--- config.mk ---
export PLATFORM = sky130hd
export DESIGN_NAME = rcs_ctrl
export DESIGN_NICKNAME = d
export VERILOG_FILES = /design/src/logic/rcs_pkg.sv /design/src/logic/rcs_pin_filter.sv /design/src/logic/rcs_malf_timer.sv /design/src/logic/rcs_ctrl.sv
export SDC_FILE = /design/constraint.sdc
export NUM_CORES = 1
export LEC_CHECK = 0
export BUFFER_PORTS_ARGS = -buffer_cell sky130_fd_sc_hd__buf_2
export CORE_UTILIZATION = 45
export CTS_BUF_LIST = sky130_fd_sc_hd__clkbuf_8
export CTS_CLUSTER_SIZE = 40
export DETAILED_ROUTE_END_ITERATION = 6
export PLACE_DENSITY_LB_ADDON = 0.15
export SYNTH_ARGS = -nofsm -noshare
export SYNTH_HDL_FRONTEND = slang
export SYNTH_SLANG_ARGS = --single-unit
--- constraint.sdc ---
create_clock -name clk_in -period 2.3 [get_ports clk_in]
set_clock_uncertainty 0.1 [all_clocks]
set_input_delay 0.575 -clock clk_in [delete_from_list [all_inputs] [get_ports clk_in]]
set_output_delay 0.575 -clock clk_in [all_outputs]
set_load 0.05 [all_outputs]
--- src/logic/rcs_pkg.sv ---
package rcs_pkg;
   // clock and timing
   localparam int CLK_HZ = 25_000_000;
   localparam int HFC_HZ = 25_000_000; // the core fast clock is clk_in itself
   localparam int MALF_RST_PERIODS = 24; // fast-clock periods, longest
   localparam int EXT_MIN_PERIODS = 12; // fast-clock periods, least
   localparam int MALF_RST_CYC = MALF_RST_PERIODS * CLK_HZ / HFC_HZ;
   localparam int EXT_MIN_CYC = (EXT_MIN_PERIODS * CLK_HZ + HFC_HZ - 1) / HFC_HZ;
   localparam logic [4:0] MALF_CNT = 5'(MALF_RST_CYC);
   localparam logic [4:0] EXT_MIN_CNT = 5'(EXT_MIN_CYC);
   localparam logic [3:0] LF_TICK_LAST = 4'hf; // slow clock modelled as 1 tick in 16
   localparam logic [15:0] RESET_VEC_ADDR = 16'hfffe;
   // fetch areas that trap
   localparam logic [15:0] SPF_AREA_LO = 16'h0000;
   localparam logic [15:0] SPF_AREA_HI = 16'h003f;
   localparam logic [15:0] RAM_AREA_LO = 16'h0040;
   localparam logic [15:0] RAM_AREA_HI = 16'h083f;
   localparam logic [15:0] DBUF_AREA_LO = 16'h0f80;
   localparam logic [15:0] DBUF_AREA_HI = 16'h0fff;
   // register word indices
   localparam logic [2:0] REG_SYSCTL2 = 3'h0;
   localparam logic [2:0] REG_WDTCTL1 = 3'h1;
   localparam logic [2:0] REG_INTEN = 3'h2;
   localparam logic [2:0] REG_LATCH = 3'h3;
   localparam logic [2:0] REG_STATUS = 3'h4;
   localparam logic [2:0] REG_IRQ_STAT = 3'h5;
   localparam logic [2:0] REG_IRQ_MASK = 3'h6;
   // field positions
   localparam int HF_EN_BIT = 7;
   localparam int LF_EN_BIT = 6;
   localparam int LF_SEL_BIT = 5;
   localparam int WDT_EN_BIT = 0;
   localparam int RAM_TRAP_BIT = 1;
   localparam int TRAP_RST_BIT = 2;
   localparam int EV_EXT = 0;
   localparam int EV_TRAP_RST = 1;
   localparam int EV_WDT_RST = 2;
   localparam int EV_CLK_RST = 3;
   localparam int EV_TRAP_INT = 4;
   localparam int EV_SWITCH = 5;
   localparam int NUM_EV = 6;
   // reset values
   localparam logic [2:0] WDTCTL1_RST = 3'h5;
   localparam logic [8:0] INTEN_RST = 9'h000;
   localparam logic [5:0] IRQ_MASK_RST = 6'h00;
   // operating modes, one hot
   localparam logic [3:0] MODE_FAST_SINGLE = 4'h1;
   localparam logic [3:0] MODE_FAST_DUAL = 4'h2;
   localparam logic [3:0] MODE_LF_DUAL = 4'h4;
   localparam logic [3:0] MODE_LF_ONLY = 4'h8;

   typedef struct packed {
      logic hf_en;
      logic lf_en;
      logic lf_sel;
   } rcs_clkctl_t;

   localparam rcs_clkctl_t CLKCTL_RST = '{hf_en: 1'b1, lf_en: 1'b0, lf_sel: 1'b0};

   typedef enum logic [2:0] {
      CS_HF = 3'b001,
      CS_LF = 3'b010,
      CS_SYNC = 3'b100
   } rcs_csw_t;
endpackage : rcs_pkg

--- src/logic/rcs_pin_filter.sv ---
`timescale 1ns/1ps
`default_nettype none
module rcs_pin_filter
   import rcs_pkg::*;
(
   input wire logic clk_in,
   input wire logic sys_rst_in,
   input wire logic rst_pin_n_in,
   output logic hold_out
);
   logic [4:0] low_cnt;
   logic [4:0] next_low_cnt;

   // count consecutive low samples, saturating; a short glitch never resets the core
   always_comb begin
      next_low_cnt = low_cnt;
      if (rst_pin_n_in) begin
         next_low_cnt = 5'h00;
      end else if (low_cnt != EXT_MIN_CNT) begin
         next_low_cnt = low_cnt + 5'h01;
      end
   end

   always_ff @(posedge clk_in) begin
      if (sys_rst_in) begin
         low_cnt <= 5'h00;
      end else begin
         low_cnt <= next_low_cnt;
      end
   end

   assign hold_out = (low_cnt == EXT_MIN_CNT);
endmodule : rcs_pin_filter
`default_nettype wire

--- src/logic/rcs_malf_timer.sv ---
`timescale 1ns/1ps
`default_nettype none
module rcs_malf_timer
   import rcs_pkg::*;
(
   input wire logic clk_in,
   input wire logic sys_rst_in,
   input wire logic start_in,
   output logic busy_out
);
   logic [4:0] cnt;
   logic [4:0] next_cnt;

   // a window runs to its end even if the cause goes away; a new cause
   // arriving before the last cycle of a running window is absorbed by it; one in the last cycle restarts it
   always_comb begin
      next_cnt = cnt;
      if (start_in && cnt <= 5'h01) begin
         next_cnt = MALF_CNT;
      end else if (cnt != 5'h00) begin
         next_cnt = cnt - 5'h01;
      end
   end

   // power-up also opens a window: this logic is not trusted to be clean
   always_ff @(posedge clk_in) begin
      if (sys_rst_in) begin
         cnt <= MALF_CNT;
      end else begin
         cnt <= next_cnt;
      end
   end

   assign busy_out = (cnt != 5'h00);
endmodule : rcs_malf_timer
`default_nettype wire

--- src/logic/rcs_ctrl.sv ---
`timescale 1ns/1ps
`default_nettype none
// Notes on behaviour
// - After select is cleared the core stays on the slow clock until a slow tick aligns.
// - A low reset pin ends slow mode and release starts in single-clock fast mode.
// - Reset comes from the pin, an address trap, the watchdog or a clock fault.
// - A malfunction reset holds the core in reset for 24 fast-clock periods.
// - The malfunction timer is not cleared at power-up so one window follows power-on.
// - Reset clears master and individual interrupt enables, latches, and loads the vector.
// - Reset clears the timing prescaler and enables the watchdog.
// - The pin must be low 12 fast-clock periods before reset is applied.
// - When the pin returns high the core fetches its start address from the vector.
// - Fetches from the special-function or data-buffer area trap, and from RAM if selected.
// - A trap either resets for 24 periods or sets the trap interrupt latch.
// - Clearing both enables, or the enable of the selected clock, raises a clock reset.
module rcs_ctrl
   import rcs_pkg::*;
(
   input wire logic clk_in,
   input wire logic sys_rst_in,
   input wire logic rst_pin_n_in,
   input wire logic wdt_expire_in,
   input wire logic fetch_valid_in,
   input wire logic [15:0] fetch_addr_in,
   input wire logic [2:0] avs_address_in,
   input wire logic avs_read_in,
   input wire logic avs_write_in,
   input wire logic [31:0] avs_writedata_in,
   input wire logic [3:0] avs_byteenable_in,
   output logic [31:0] avs_readdata_out,
   output logic avs_waitrequest_out,
   output logic irq_out,
   output logic cpu_rst_out,
   output logic tg_clear_out,
   output logic vector_fetch_out,
   output logic [15:0] vector_addr_out,
   output logic hf_osc_en_out,
   output logic lf_osc_en_out,
   output logic hf_clk_sel_out,
   output logic [3:0] mode_out,
   output logic wdt_enable_out,
   output logic int_master_en_out,
   output logic [7:0] int_enable_out,
   output logic trap_int_out
);
   logic ext_hold;
   logic malf_busy;
   logic malf_start;
   logic rst_now;

   // the pin and the timed window together form the core reset
   rcs_pin_filter u_pin (
      .clk_in(clk_in),
      .sys_rst_in(sys_rst_in),
      .rst_pin_n_in(rst_pin_n_in),
      .hold_out(ext_hold)
   );

   rcs_malf_timer u_malf (
      .clk_in(clk_in),
      .sys_rst_in(sys_rst_in),
      .start_in(malf_start),
      .busy_out(malf_busy)
   );

   assign rst_now = ext_hold | malf_busy;

   // bus slave: one wait state, then the access completes
   logic wait_q;
   logic next_wait;
   logic [31:0] rdata_q;
   logic [31:0] next_rdata;
   logic [31:0] rd_mux;
   logic [31:0] be_mask;
   logic wr_go;

   generate
      for (genvar b = 0; b < 4; b++) begin : g_be
         assign be_mask[8*b +: 8] = {8{avs_byteenable_in[b]}};
      end
   endgenerate

   assign wr_go = avs_write_in & ~wait_q;

   // register state
   rcs_clkctl_t clk_q;
   rcs_clkctl_t next_clk;
   rcs_csw_t csw_q;
   rcs_csw_t next_csw;
   logic [3:0] lf_div_q;
   logic [3:0] next_lf_div;
   logic lf_tick;
   logic hf_sel_q;
   logic next_hf_sel;
   logic [3:0] mode_q;
   logic [3:0] next_mode;
   logic [2:0] wdtctl_q;
   logic [2:0] next_wdtctl;
   logic [8:0] inten_q;
   logic [8:0] next_inten;
   logic trap_lat_q;
   logic next_trap_lat;
   logic rst_q;
   logic vec_fetch_q;
   logic [15:0] vec_addr_q;
   logic [NUM_EV-1:0] stat_q;
   logic [NUM_EV-1:0] next_stat;
   logic [NUM_EV-1:0] mask_q;
   logic [NUM_EV-1:0] next_mask;
   logic [NUM_EV-1:0] ev;
   logic irq_q;
   logic ext_seen_q;

   // read data; reserved bits read as zero
   always_comb begin
      unique case (avs_address_in)
         REG_SYSCTL2: rd_mux = {24'h000000, clk_q, 5'h00};
         REG_WDTCTL1: rd_mux = {29'h00000000, wdtctl_q};
         REG_INTEN: rd_mux = {23'h000000, inten_q};
         REG_LATCH: rd_mux = {31'h00000000, trap_lat_q};
         REG_STATUS: rd_mux = {26'h0000000, rst_q, hf_sel_q, mode_q};
         REG_IRQ_STAT: rd_mux = {26'h0000000, stat_q};
         REG_IRQ_MASK: rd_mux = {26'h0000000, mask_q};
         default: rd_mux = 32'h00000000; // unmapped reads answer zero
      endcase
   end

   always_comb begin
      next_wait = 1'b1;
      next_rdata = rdata_q;
      if ((avs_read_in || avs_write_in) && wait_q) begin
         next_wait = 1'b0;
         next_rdata = avs_read_in ? rd_mux : 32'h00000000;
      end
   end

   always_ff @(posedge clk_in) begin
      if (sys_rst_in) begin
         wait_q <= 1'b1;
         rdata_q <= 32'h00000000;
      end else begin
         wait_q <= next_wait;
         rdata_q <= next_rdata;
      end
   end

   // write merge and fault decode for the system control register
   logic [7:0] sys_old;
   logic [7:0] sys_new;
   logic sys_wr;
   logic clk_fault;

   assign sys_old = {clk_q, 5'h00};
   assign sys_new = (sys_old & ~be_mask[7:0]) | (avs_writedata_in[7:0] & be_mask[7:0]);
   assign sys_wr = wr_go && avs_address_in == REG_SYSCTL2 && !rst_now;

   // a write that clears both oscillator enables, or the enable of the clock selected before the write, is
   // refused and turned into a reset; a write that selects a clock whose oscillator is off is not refused
   always_comb begin
      clk_fault = 1'b0;
      if (sys_wr) begin
         if (!sys_new[HF_EN_BIT] && !sys_new[LF_EN_BIT] && (clk_q.hf_en || clk_q.lf_en)) begin
            clk_fault = 1'b1;
         end
         if (clk_q.hf_en && !sys_new[HF_EN_BIT] && !clk_q.lf_sel) begin
            clk_fault = 1'b1;
         end
         if (clk_q.lf_en && !sys_new[LF_EN_BIT] && clk_q.lf_sel) begin
            clk_fault = 1'b1;
         end
      end
   end

   // address trap decode
   logic in_spf;
   logic in_ram;
   logic in_dbuf;
   logic trap_hit;
   logic trap_rst;
   logic wdt_rst;

   assign in_spf = fetch_addr_in >= SPF_AREA_LO && fetch_addr_in <= SPF_AREA_HI;
   assign in_ram = fetch_addr_in >= RAM_AREA_LO && fetch_addr_in <= RAM_AREA_HI;
   assign in_dbuf = fetch_addr_in >= DBUF_AREA_LO && fetch_addr_in <= DBUF_AREA_HI;
   assign trap_hit = fetch_valid_in && !rst_q &&
                     (in_spf || in_dbuf || (in_ram && wdtctl_q[RAM_TRAP_BIT]));
   assign trap_rst = trap_hit && wdtctl_q[TRAP_RST_BIT];
   assign wdt_rst = wdt_expire_in && wdtctl_q[WDT_EN_BIT] && !rst_q;
   assign malf_start = trap_rst || wdt_rst || clk_fault;

   // slow clock tick from a divider; the crossover waits for it
   assign lf_tick = (lf_div_q == LF_TICK_LAST);
   assign next_lf_div = lf_div_q + 4'h1;

   // clock control, switch state and mode
   always_comb begin
      next_clk = clk_q;
      next_csw = csw_q;
      if (sys_wr && !clk_fault) begin
         next_clk = sys_new[HF_EN_BIT:LF_SEL_BIT];
      end
      unique case (csw_q)
         CS_HF: if (next_clk.lf_sel) next_csw = CS_LF;
         CS_LF: if (!next_clk.lf_sel) next_csw = CS_SYNC;
         CS_SYNC: begin
            if (next_clk.lf_sel) begin
               next_csw = CS_LF;
            end else if (lf_tick) begin
               next_csw = CS_HF;
            end
         end
      endcase
      if (rst_now) begin
         next_clk = CLKCTL_RST;
         next_csw = CS_HF;
      end
      next_hf_sel = (next_csw == CS_HF);
      if (next_hf_sel) begin
         next_mode = next_clk.lf_en ? MODE_FAST_DUAL : MODE_FAST_SINGLE;
      end else begin
         next_mode = next_clk.hf_en ? MODE_LF_DUAL : MODE_LF_ONLY;
      end
   end

   always_ff @(posedge clk_in) begin
      if (sys_rst_in) begin
         clk_q <= CLKCTL_RST;
         csw_q <= CS_HF;
         lf_div_q <= 4'h0;
         hf_sel_q <= 1'b1;
         mode_q <= MODE_FAST_SINGLE;
      end else begin
         clk_q <= next_clk;
         csw_q <= next_csw;
         lf_div_q <= next_lf_div;
         hf_sel_q <= next_hf_sel;
         mode_q <= next_mode;
      end
   end

   // core-side registers, all loaded with their reset values by any core reset
   always_comb begin
      next_wdtctl = wdtctl_q;
      next_inten = inten_q;
      next_trap_lat = trap_lat_q;
      if (wr_go && avs_address_in == REG_WDTCTL1 && avs_byteenable_in[0]) begin
         next_wdtctl = avs_writedata_in[2:0];
      end
      if (wr_go && avs_address_in == REG_INTEN) begin
         next_inten = (inten_q & ~be_mask[8:0]) | (avs_writedata_in[8:0] & be_mask[8:0]);
      end
      // the latch is cleared by software or by a core reset; a new trap wins over a software clear
      if (wr_go && avs_address_in == REG_LATCH && avs_byteenable_in[0]) begin
         next_trap_lat = trap_lat_q & avs_writedata_in[0];
      end
      if (trap_hit && !wdtctl_q[TRAP_RST_BIT]) begin
         next_trap_lat = 1'b1;
      end
      if (rst_now) begin
         next_wdtctl = WDTCTL1_RST;
         next_inten = INTEN_RST;
         next_trap_lat = 1'b0;
      end
   end

   always_ff @(posedge clk_in) begin
      if (sys_rst_in) begin
         wdtctl_q <= WDTCTL1_RST;
         inten_q <= INTEN_RST;
         trap_lat_q <= 1'b0;
      end else begin
         wdtctl_q <= next_wdtctl;
         inten_q <= next_inten;
         trap_lat_q <= next_trap_lat;
      end
   end

   // reset output and the vector fetch on release
   always_ff @(posedge clk_in) begin
      if (sys_rst_in) begin
         rst_q <= 1'b1;
         vec_fetch_q <= 1'b0;
         vec_addr_q <= RESET_VEC_ADDR;
      end else begin
         rst_q <= rst_now;
         vec_fetch_q <= rst_q && !rst_now;
         vec_addr_q <= RESET_VEC_ADDR;
      end
   end

   // event flags survive the core reset so software can read the cause
   always_comb begin
      ev = '0;
      ev[EV_EXT] = ext_hold && !ext_seen_q;
      ev[EV_TRAP_RST] = trap_rst;
      ev[EV_WDT_RST] = wdt_rst;
      ev[EV_CLK_RST] = clk_fault;
      ev[EV_TRAP_INT] = trap_hit && !wdtctl_q[TRAP_RST_BIT];
      ev[EV_SWITCH] = csw_q == CS_SYNC && next_csw == CS_HF && !rst_now;
      next_stat = stat_q;
      next_mask = mask_q;
      if (wr_go && avs_address_in == REG_IRQ_STAT) begin
         next_stat = stat_q & ~(avs_writedata_in[NUM_EV-1:0] & be_mask[NUM_EV-1:0]);
      end
      if (wr_go && avs_address_in == REG_IRQ_MASK) begin
         next_mask = (mask_q & ~be_mask[NUM_EV-1:0]) |
                     (avs_writedata_in[NUM_EV-1:0] & be_mask[NUM_EV-1:0]);
      end
      next_stat = next_stat | ev; // set wins over a clear in the same cycle
   end

   always_ff @(posedge clk_in) begin
      if (sys_rst_in) begin
         stat_q <= '0;
         mask_q <= IRQ_MASK_RST;
         irq_q <= 1'b0;
         ext_seen_q <= 1'b0;
      end else begin
         stat_q <= next_stat;
         mask_q <= next_mask;
         irq_q <= |(next_stat & next_mask);
         ext_seen_q <= ext_hold;
      end
   end

   assign avs_readdata_out = rdata_q;
   assign avs_waitrequest_out = wait_q;
   assign irq_out = irq_q;
   assign cpu_rst_out = rst_q;
   assign tg_clear_out = rst_q;
   assign vector_fetch_out = vec_fetch_q;
   assign vector_addr_out = vec_addr_q;
   assign hf_osc_en_out = clk_q.hf_en;
   assign lf_osc_en_out = clk_q.lf_en;
   assign hf_clk_sel_out = hf_sel_q;
   assign mode_out = mode_q;
   assign wdt_enable_out = wdtctl_q[WDT_EN_BIT];
   assign int_master_en_out = inten_q[8];
   assign int_enable_out = inten_q[7:0];
   assign trap_int_out = trap_lat_q;
endmodule : rcs_ctrl
`default_nettype wire

Yosys cells after proc, flatten, opt, wreduce, memory -nomap -nowiden
Index checks and enable logic that the tools add are counted.
{ "totals": {"register_bits": 87, "input_bits": 62, "out_inout_bits": 71, "elab_cells": 138} }
{ "classes": {"add_sub_neg": 3, "order_cmp": 7, "n_eq_ne": 13, "mux": 22, "bitwise": 20, "reduce_logical": 53} }
{ "op_table": {"columns": ["cell", "count"], "rows": [
  ["$pmux W9 S7", 1],
  ["$le A16 B12 Y1 const B", 2],
  ["$logic_and A1 B1 Y1", 32],
  ["$mux W32", 1],
  ["$and A6 B6 Y6", 4],
  ["$mux W3", 7],
  ["$and A9 B9 Y9", 2],
  ["$and A8 B8 Y8", 2],
  ["$ge A16 B1 Y1 const B", 1],
  ["$ge A16 B12 Y1 const B", 1],
  ["$ge A16 B7 Y1 const B", 1],
  ["$le A16 B6 Y1 const B", 1],
  ["$eq A3 B3 Y1 const B", 4],
  ["$mux W6", 2],
  ["$not A6 Y6", 2],
  ["$or A6 B6 Y6", 2],
  ["$eq A3 B1 Y1 const B", 3],
  ["$eq A3 B2 Y1 const B", 3],
  ["$not A9 Y9", 1],
  ["$or A9 B9 Y9", 1],
  ["$pmux W3 S3", 1],
  ["$logic_not A1 Y1", 8],
  ["$mux W4", 2],
  ["$not A8 Y8", 1],
  ["19 further kinds", 33]
]} }

Longest topological paths before layout
Gate-level depths: netlist of the first run.
{ "logic_depth": {"word_depth": 22, "mapped_depth": 8, "mapped_depth_nobuf": 8} }

By module
From an unflattened synthesis of the first run, not the netlist that was laid out.
{ "unflattened": {"hier_cells": 360, "hier_area_um2": 3291.9} }
{ "by_module_without_submodules": {"columns": ["mod", "n_inst", "cells_per_inst", "area_each_um2", "seq_area_each_um2"], "rows": [
  ["rcs_ctrl", 1, 303, 2758.9, 1081.0],
  ["rcs_malf_timer", 1, 30, 285.3, 100.1],
  ["rcs_pin_filter", 1, 27, 247.7, 100.1]
]} }

Least setup slack after synthesis of the first run
No wires, ideal clock.
{ "synth_timing": {"kind": "in2reg", "from": "input port avs_address_in[0]", "to": "register irq_q, in the netlist irq_out", "setup_time_ps": 122, "arrival_ps": 2074, "required_ps": 2078, "path_slack_ps": 4, "stages": 7, "n_path_buf": 1, "path_cell_list": "buf_2 > nand2b_1 > nor2_1 > mux2_2 > a32oi_1 > a21oi_1 > a311o_1"} }
{ "synth_between": {"elab_chain_cells": 16, "word_cells_on_any_way": 24, "cone_classes": "3 x eq/ne; 9 x mux; 2 x bitwise; 10 x reduce/logical"} }
{ "synth_lines": {"columns": ["item", "line", "text"], "rows": [
  ["start: declaration", "rcs_ctrl.sv:25", "input wire logic [2:0] avs_address_in,"],
  ["$logic_not A3 Y1", "rcs_ctrl.sv:155", "assign sys_wr = wr_go && avs_address_in == REG_SYSCTL2 && !rst_now;"],
  ["$logic_and A1 B1 Y1 (2 in series)", "rcs_ctrl.sv:155", null],
  ["$mux W1", "rcs_ctrl.sv:161", "if (sys_wr) begin"],
  ["$logic_not A1 Y1", "rcs_ctrl.sv:199", "if (sys_wr && !clk_fault) begin"],
  ["$logic_and A1 B1 Y1", "rcs_ctrl.sv:199", null],
  ["$mux W3", "rcs_ctrl.sv:199", null],
  ["$mux W3 (on tied branches)", "rcs_ctrl.sv:206, rcs_ctrl.sv:203, rcs_ctrl.sv:204", null],
  ["$pmux W3 S3", "rcs_ctrl.sv:202", "unique case (csw_q)"],
  ["$mux W3", "rcs_ctrl.sv:213", "if (rst_now) begin"],
  ["$eq A3 B1 Y1", "rcs_ctrl.sv:299", "ev[EV_SWITCH] = csw_q == CS_SYNC && next_csw == CS_HF && !rst_now;"],
  ["$logic_and A1 B1 Y1 (2 in series)", "rcs_ctrl.sv:299", null],
  ["$or A6 B6 Y6", "rcs_ctrl.sv:309", "next_stat = next_stat | ev;"],
  ["$and A6 B6 Y6 (*)", "rcs_ctrl.sv:321", "irq_q <= |(next_stat & next_mask);"],
  ["$reduce_or A6 Y1 (*)", "rcs_ctrl.sv:321", null],
  ["end signal: assignment", "rcs_ctrl.sv:321", null],
  ["end: declaration", "rcs_ctrl.sv:111", "logic irq_q;"]
]} }
Every way passes the cells marked *; elsewhere a longest branch is shown, timed or not.
A chain may end at the register's enable or synchronous reset.

Worst setup path after layout of the first run
{ "layout_timing": {"from": "register u_malf.cnt[1]", "to": "register mode_q[1], in the netlist mode_out[1]"} }
{ "layout_between": {"elab_chain_cells": 13, "word_cells_on_any_way": 17, "cone_classes": "1 x eq/ne; 10 x mux; 1 x bitwise; 5 x reduce/logical"} }
{ "layout_lines": {"columns": ["item", "line", "text"], "rows": [
  ["start: declaration", "rcs_malf_timer.sv:11", "logic [4:0] cnt;"],
  ["start signal: assignment", "rcs_malf_timer.sv:30", "cnt <= next_cnt;"],
  ["$reduce_bool A5 Y1 (*)", "rcs_malf_timer.sv:34", "assign busy_out = (cnt != 5'h00);"],
  ["$or A1 B1 Y1 (*)", "rcs_ctrl.sv:66", "assign rst_now = ext_hold | malf_busy;"],
  ["$logic_not A1 Y1", "rcs_ctrl.sv:155", null],
  ["$logic_and A1 B1 Y1", "rcs_ctrl.sv:155", null],
  ["$mux W1", "rcs_ctrl.sv:161", null],
  ["$logic_not A1 Y1", "rcs_ctrl.sv:199", null],
  ["$logic_and A1 B1 Y1", "rcs_ctrl.sv:199", null],
  ["$mux W3", "rcs_ctrl.sv:199", null],
  ["$mux W3 (on tied branches)", "rcs_ctrl.sv:206, rcs_ctrl.sv:203, rcs_ctrl.sv:204", null],
  ["$pmux W3 S3", "rcs_ctrl.sv:202", null],
  ["$mux W3", "rcs_ctrl.sv:213", null],
  ["$eq A3 B1 Y1", "rcs_ctrl.sv:217", "next_hf_sel = (next_csw == CS_HF);"],
  ["$mux W4 (*)", "rcs_ctrl.sv:218", "if (next_hf_sel) begin"],
  ["end signal: assignment", "rcs_ctrl.sv:237", "mode_q <= next_mode;"],
  ["end: declaration", "rcs_ctrl.sv:95", "logic [3:0] mode_q;"]
]} }
Marks and branches as above.

==> run metrics, run 1 <==
reg-to-reg slack, setup=between 0.1 and 0.15 ns; Worst Hold Endpoint=lf_div_q[0]; CTS Buf Count=9; hold slack final=0.352 ns; final WL=approximately 8 mm; Critical Path Start Type=flop; antenna viol nets, final=0; cell count after placement=around 550; CORE AREA=about 7000 um^2; die width=~87 um; Hold Path Class=flop to flop; number of max-cap violations=0; worst skew pair latency=around 0.34 ns; Hold Buf Count CTS=0; CP arrival=about 2.3 ns; initial antenna violation count=0; startpoint of the worst hold path=lf_div_q[0]; synthesized area per cell=between 8 and 9 um^2; # setup viols final=0; Initial Util=0.472; Avg WL per Cell=14.0 um; crit share post-route=0.956; async set or reset register ratio after synthesis=0; Cell variety after synth=56; layout cells sized above 1=0.296; Core Util, Final=0.573; Overall Global Routing Usage=0.220; DRT iter0 DRCs=about 100; Final Max Tran Viols=0; global-route wire length before repair=approximately 13 mm; clk buf depth=2; fin crit period=2.20 ns; port bufs=62; Congestion Overflow GR=0; Max-slew headroom=0.635; pin count of the biggest net entering global routing=20; via count=2883; post-DP HPWL=6.01 mm; Crit path largest cell delay=around 0.34 ns; Crit path required time=~2.4 ns; ys flop type=dfxtp_1; DRT Pass-1 Iters=4; final non-filler cell total=563; Die Area=between 7000 and 8000 um^2; vias in the first global route=2662; clk sink count=64; clk slew on worst S/H paths=~0.060 ns; CTS tree=yes; critical-path cell list=inv_4, ha_4, nor4b_4, nand4_2, nor3_4, mux2i_2, nand2_2, nor4_2; Post-Synthesis Cell Area=approximately 3200 um^2; Root Driver=clkbuf_8; Reg-to-Reg End=mode_out[1]; routability cong.=around 0.81; commonest non-fill, non-tap cells in the layout=dfxtp_1 (63), buf_2 (62), conb_1 (39); vias per inst=5.12; Setup CP Type=flop to flop; highest clock rate=0.455 GHz; final hold vios=0; Peak VDD IR=about 0.00031 V; CP Capture Type=flop; status=completed; worst slew pin tran=0.541 ns; Yosys Warn Count=0; io pins=between 100 and 150; largest fanout on the critical path=4; register area share after synthesis=0.395; area grow syn2layout=21.4%; Post-synth EDFFs=0; commonest non-fill, non-tap cell in the layout=dfxtp_1; H-tree levels=3; launch point of the worst reg-to-reg path=u_malf.cnt[1]; slowest CP cell=dfxtp_2; FF+latch count, synth=between 60 and 70; worst reg2reg path depth=8; Layout Nets=around 530; cell area power density=about 590 nW/um^2; row count=30; n_diodes=0; Pleak=between 1.5 and 2 nW; drt drc=0; Post-Syn Instances=between 300 and 400; Min-Delay Path Depth=1; Die Ht=~87 um
-- synthesized netlist by cell type (4+ instances only) --
| cell | count | area [um^2] |
|---|---|---|
| o21ai_0 | 15 | 75.1 |
| inv_1 | 6 | 22.5 |
| dfxtp_1 | 64 | 1280 |
| nand3_1 | 21 | 105 |
| nor2_1 | 31 | 116 |
| a21oi_1 | 21 | 105 |
| ha_1 | 6 | 75.1 |
| mux2_2 | 7 | 78.8 |
| nor2b_1 | 10 | 62.6 |
| xnor2_1 | 4 | 35.0 |
| a31oi_1 | 4 | 25.0 |
| and3_1 | 4 | 25.0 |
| nand2_1 | 33 | 124 |
| nor3_1 | 9 | 45.0 |
| buf_4 | 40 | 300 |
| clkbuf_1 | 8 | 30.0 |
| a22oi_1 | 13 | 97.6 |
| mux2i_1 | 10 | 100 |
-- worst max path at each step --
stage,end,start,depth (start not counted),slack (ns)
5_1_grt,mode_out[1],u_malf.cnt[1],8,-0.05
4_1_cts,mode_out[1],u_malf.cnt[1],8,0.04
3_5_place_dp,u_malf.cnt[3],avs_address_in[0],8,-0.03
2_1_floorplan,irq_out,avs_address_in[0],7,0.004
3_3_place_gp,u_malf.cnt[3],avs_address_in[0],8,-0.008
6_report,mode_out[1],u_malf.cnt[1],8,0.10
-- logic make-up (layout without fill, tap and decap cells) --
logic type	count (synthesis)	after routing	synth area share
compound gates	78	78	0.162
xor+xnor	7	7	0.0189
buf+inv	59	120	0.115
other cells	2	39	0.00232
mux	18	18	0.0595
simple gates	135	135	0.223
fa+ha+maj	6	6	0.0232
flops	64	64	0.395
-- metrics by stage --
stage	worst slack (ns)	total power [mW]	area, um^2	TNS (ns)
4_1_cts	0.0443	2.34	3890	0
6_report	0.102	2.33	3940	0
3_5_place_dp	-0.0303	1.56	3730	-0.0567
3_3_place_gp	-0.00827	1.56	3730	-0.0115
2_1_floorplan	0.00374	1.52	3380	0
5_1_grt	-0.0500	2.45	3940	-0.0500
-- layout make-up --
type / instances / area (um^2)
clock buffers: 10 / 138
clock inverters: 4 / 16.3
inverters: 7 / 28.8
well taps: 96 / 120
repair buffers: 99 / 592
fillers: 689 / 2930
flip-flops and latches: 64 / 1280
multi-input cells: 283 / 1760
-- power breakdown --
| part | switching (mW) | leakage [nW] | internal (mW) |
|---|---|---|---|
| sequential | 0.0318 | 0.519 | 1.14 |
| combinational | 0.273 | 1.11 | 0.113 |
| clock | 0.381 | 0.0918 | 0.394 |
-- per-layer routing --
metal	global-route usage	wire length, um	up-vias
met1	0.270	3470	1368
met2	0.362	3820	84
li1	-	-	1413
met4	0.0848	182	0
met3	0.0645	438	18
met5	0	0	-
-- critical path: cells and delay by family, from the launching register on --
kind	cells	cell delay (ns)
simple gates	5	1.12
flops	1	0.34
mux	1	0.32
fa+ha+maj	1	0.14
buf+inv	1	0.07
-- what timing repair did --
action,4_1_cts,5_1_grt
hold endpoints to repair,0,0
setup buffers,0,1
gates resized for setup,0,11
endpoints found under the setup margin,0,9
Note: power is estimated with default switching activity, not from simulation.
==> inputs of run 2 (changes only) <==
PLACE_DENSITY_LB_ADDON = 0.25   (was 0.15)
RECOVER_POWER = 100   (was unset)
==> run 2 against run 1 <==
  * Die area unchanged
  * Critical endpoint is now u_pin.low_cnt[4]
  * Maximum frequency increased by 2.2%
  * Critical path depth decreased by 4
  * Via count decreased by 0.59%
  * Power increased by 10%
  * Non-clock buffer count decreased by 8
  * Wire length decreased by 0.53%
  * Worst hold slack got worse by 0.0032 ns
  * Flip-flop and latch count unchanged
  * Final area decreased by 2.1%
  * Register-to-register slack improved by 0.06 ns
  * Combinational power decreased by 4%
==> run metrics, run 2 (same netlist as run 1, synthesis figures left out) <==
RSZ-0062 raised after global routing=false; Hold Buf Count CTS=0 (unchanged); clk buf depth=2 (unchanged); worst skew pair latency=0.33 ns (was 0.34 ns); Die Ht=86.9 um (unchanged); crit share post-route=0.935 (was 0.956); Overall Global Routing Usage=0.216 (was 0.220); setup_tns=0 ns (unchanged); worst slew pin tran=1.07 ns (was 0.541 ns); row count=30 (unchanged); post-place setup slack=-0.0409 ns (was -0.0303 ns); clk sink count=64 (unchanged); Crit path required time=2.37 ns (was 2.44 ns); Congestion Overflow GR=0 (unchanged); io pins=133 (unchanged); # setup viols final=0 (unchanged); post-layout instance area=3850 um^2 (was 3940 um^2); Net Switching=0.709 mW (was 0.686 mW); number of max-cap violations=0 (unchanged); Critical Path Start Type=input pin (was flop); DRT Pass-1 Iters=4 (unchanged); Combinational Power Share=0.145 (was 0.166); commonest non-fill, non-tap cell in the layout=dfxtp_1 (unchanged); Initial Util=0.472 (unchanged); CP Capture Type=flop (unchanged); routability cong.=0.807 (was 0.806); die width=86.9 um (unchanged); Pleak=1.57 nW (was 1.72 nW); CTS Buf Count=9 (unchanged); area grow syn2layout=18.9% (was 21.4%); Seq pwr share=0.454 (was 0.502); highest clock rate=0.465 GHz (was 0.455 GHz); commonest non-fill, non-tap cells in the layout=dfxtp_1 (63), conb_1 (39), clkbuf_1 (39) (was dfxtp_1 (63), buf_2 (62), conb_1 (39)); post-CTS setup buffer count=0 (unchanged); post-DP HPWL=5.92 mm (was 6.01 mm); global-route wire length before repair=12.3 mm (was 12.6 mm); CTS tree=yes (unchanged); CORE AREA=6870 um^2 (unchanged); Root Driver=clkbuf_8 (unchanged); CP arrival=2.22 ns (was 2.34 ns); final hold vios=0 (unchanged); initial antenna violation count=0 (unchanged); largest fanout on the critical path=21 (was 4); DRT iter0 DRCs=118 (was 101); cell area power density=667 nW/um^2 (was 592 nW/um^2); # resized after CTS=0 (unchanged); cell-internal power=1.86 mW (was 1.64 mW); clock share of power=0.401 (was 0.333); Worst Slack Setup Final=0.149 ns (was 0.102 ns); vias per inst=5.15 (was 5.12); dpl cell area=3680 um^2 (was 3730 um^2); via count=2866 (was 2883); Peak VDD IR=0.000548 V (was 0.000306 V); Layout Nets=524 (was 532); n_diodes=0 (unchanged); pin count of the biggest net entering global routing=22 (was 20); final WL=7.87 mm (was 7.91 mm); clk slew on worst S/H paths=0.06 ns (about the same); antenna viol nets, final=0 (unchanged); Avg WL per Cell=14.1 um (was 14.0 um); port bufs=62 (unchanged); Die Area=7540 um^2 (unchanged); fin crit period=2.15 ns (was 2.20 ns); Hold Path Class=flop to flop (unchanged); vias in the first global route=2578 (was 2662); Setup CP Type=input pin to flop (was flop to flop); switching share of total power=0.276 (was 0.295); H-tree levels=3 (unchanged); Max-slew headroom=0.285 (was 0.635); Core Util, Final=0.561 (was 0.573); status=completed (unchanged); drt drc=0 (unchanged); layout cells sized above 1=0.193 (was 0.296); Final Max Tran Viols=0 (unchanged)
[run 2: cell type report]
cell class | count | area, um^2
timing repair buffer | 91 | 462
multi-input combinational | 283 | 1750
inverter | 7 | 26.3
sequential | 64 | 1280
clock inverter | 6 | 76.3
clock buffer | 10 | 138
fill | 682 | 3020
tap | 96 | 120
[run 2: power groups by stage]
stage,Clock [mW],Sequential (mW),Combinational [mW]
6_report,1.03,1.17,0.372
5_1_grt,1.10,1.17,0.398
3_5_place_dp,0,1.19,0.364
3_3_place_gp,0,1.19,0.360
2_1_floorplan,0,1.20,0.316
4_1_cts,1.05,1.17,0.366
[run 2: path summary, 6_finish.rpt]
path	from	end	slack, ns	depth (start not counted)
setup / recovery	sys_rst_in	u_pin.low_cnt[4]	0.15	4
hold / removal	lf_div_q[0]	lf_div_q[0]	0.35	1
setup reg to reg	avs_waitrequest_out	irq_out	0.16	6
hold reg to reg	lf_div_q[0]	lf_div_q[0]	0.35	1
[run 2: per-stage QoR]
step,instances,power (mW),hold slack (ns)
global route,557,2.67,0.356
global placement,541,1.55,0.333
floorplan,406,1.52,0.318
CTS,557,2.59,0.357
finish,557,2.57,0.349
detailed placement,541,1.56,0.342
[run 2: metal layers]
| layer | share of wire | wire length (um) | track usage |
|---|---|---|---|
| met3 | 0.061 | 479 | 0.0626 |
| met4 | 0.016 | 127 | 0.0864 |
| met5 | 0 | 0 | 0 |
| met1 | 0.45 | 3560 | 0.271 |
| met2 | 0.47 | 3700 | 0.350 |
[run 2: worst max-delay path, cell delays in order]
cell and delay (ns):
clkbuf_2 0.19, clkbuf_1 0.46, clkbuf_1 0.85, nor3_1 0.14
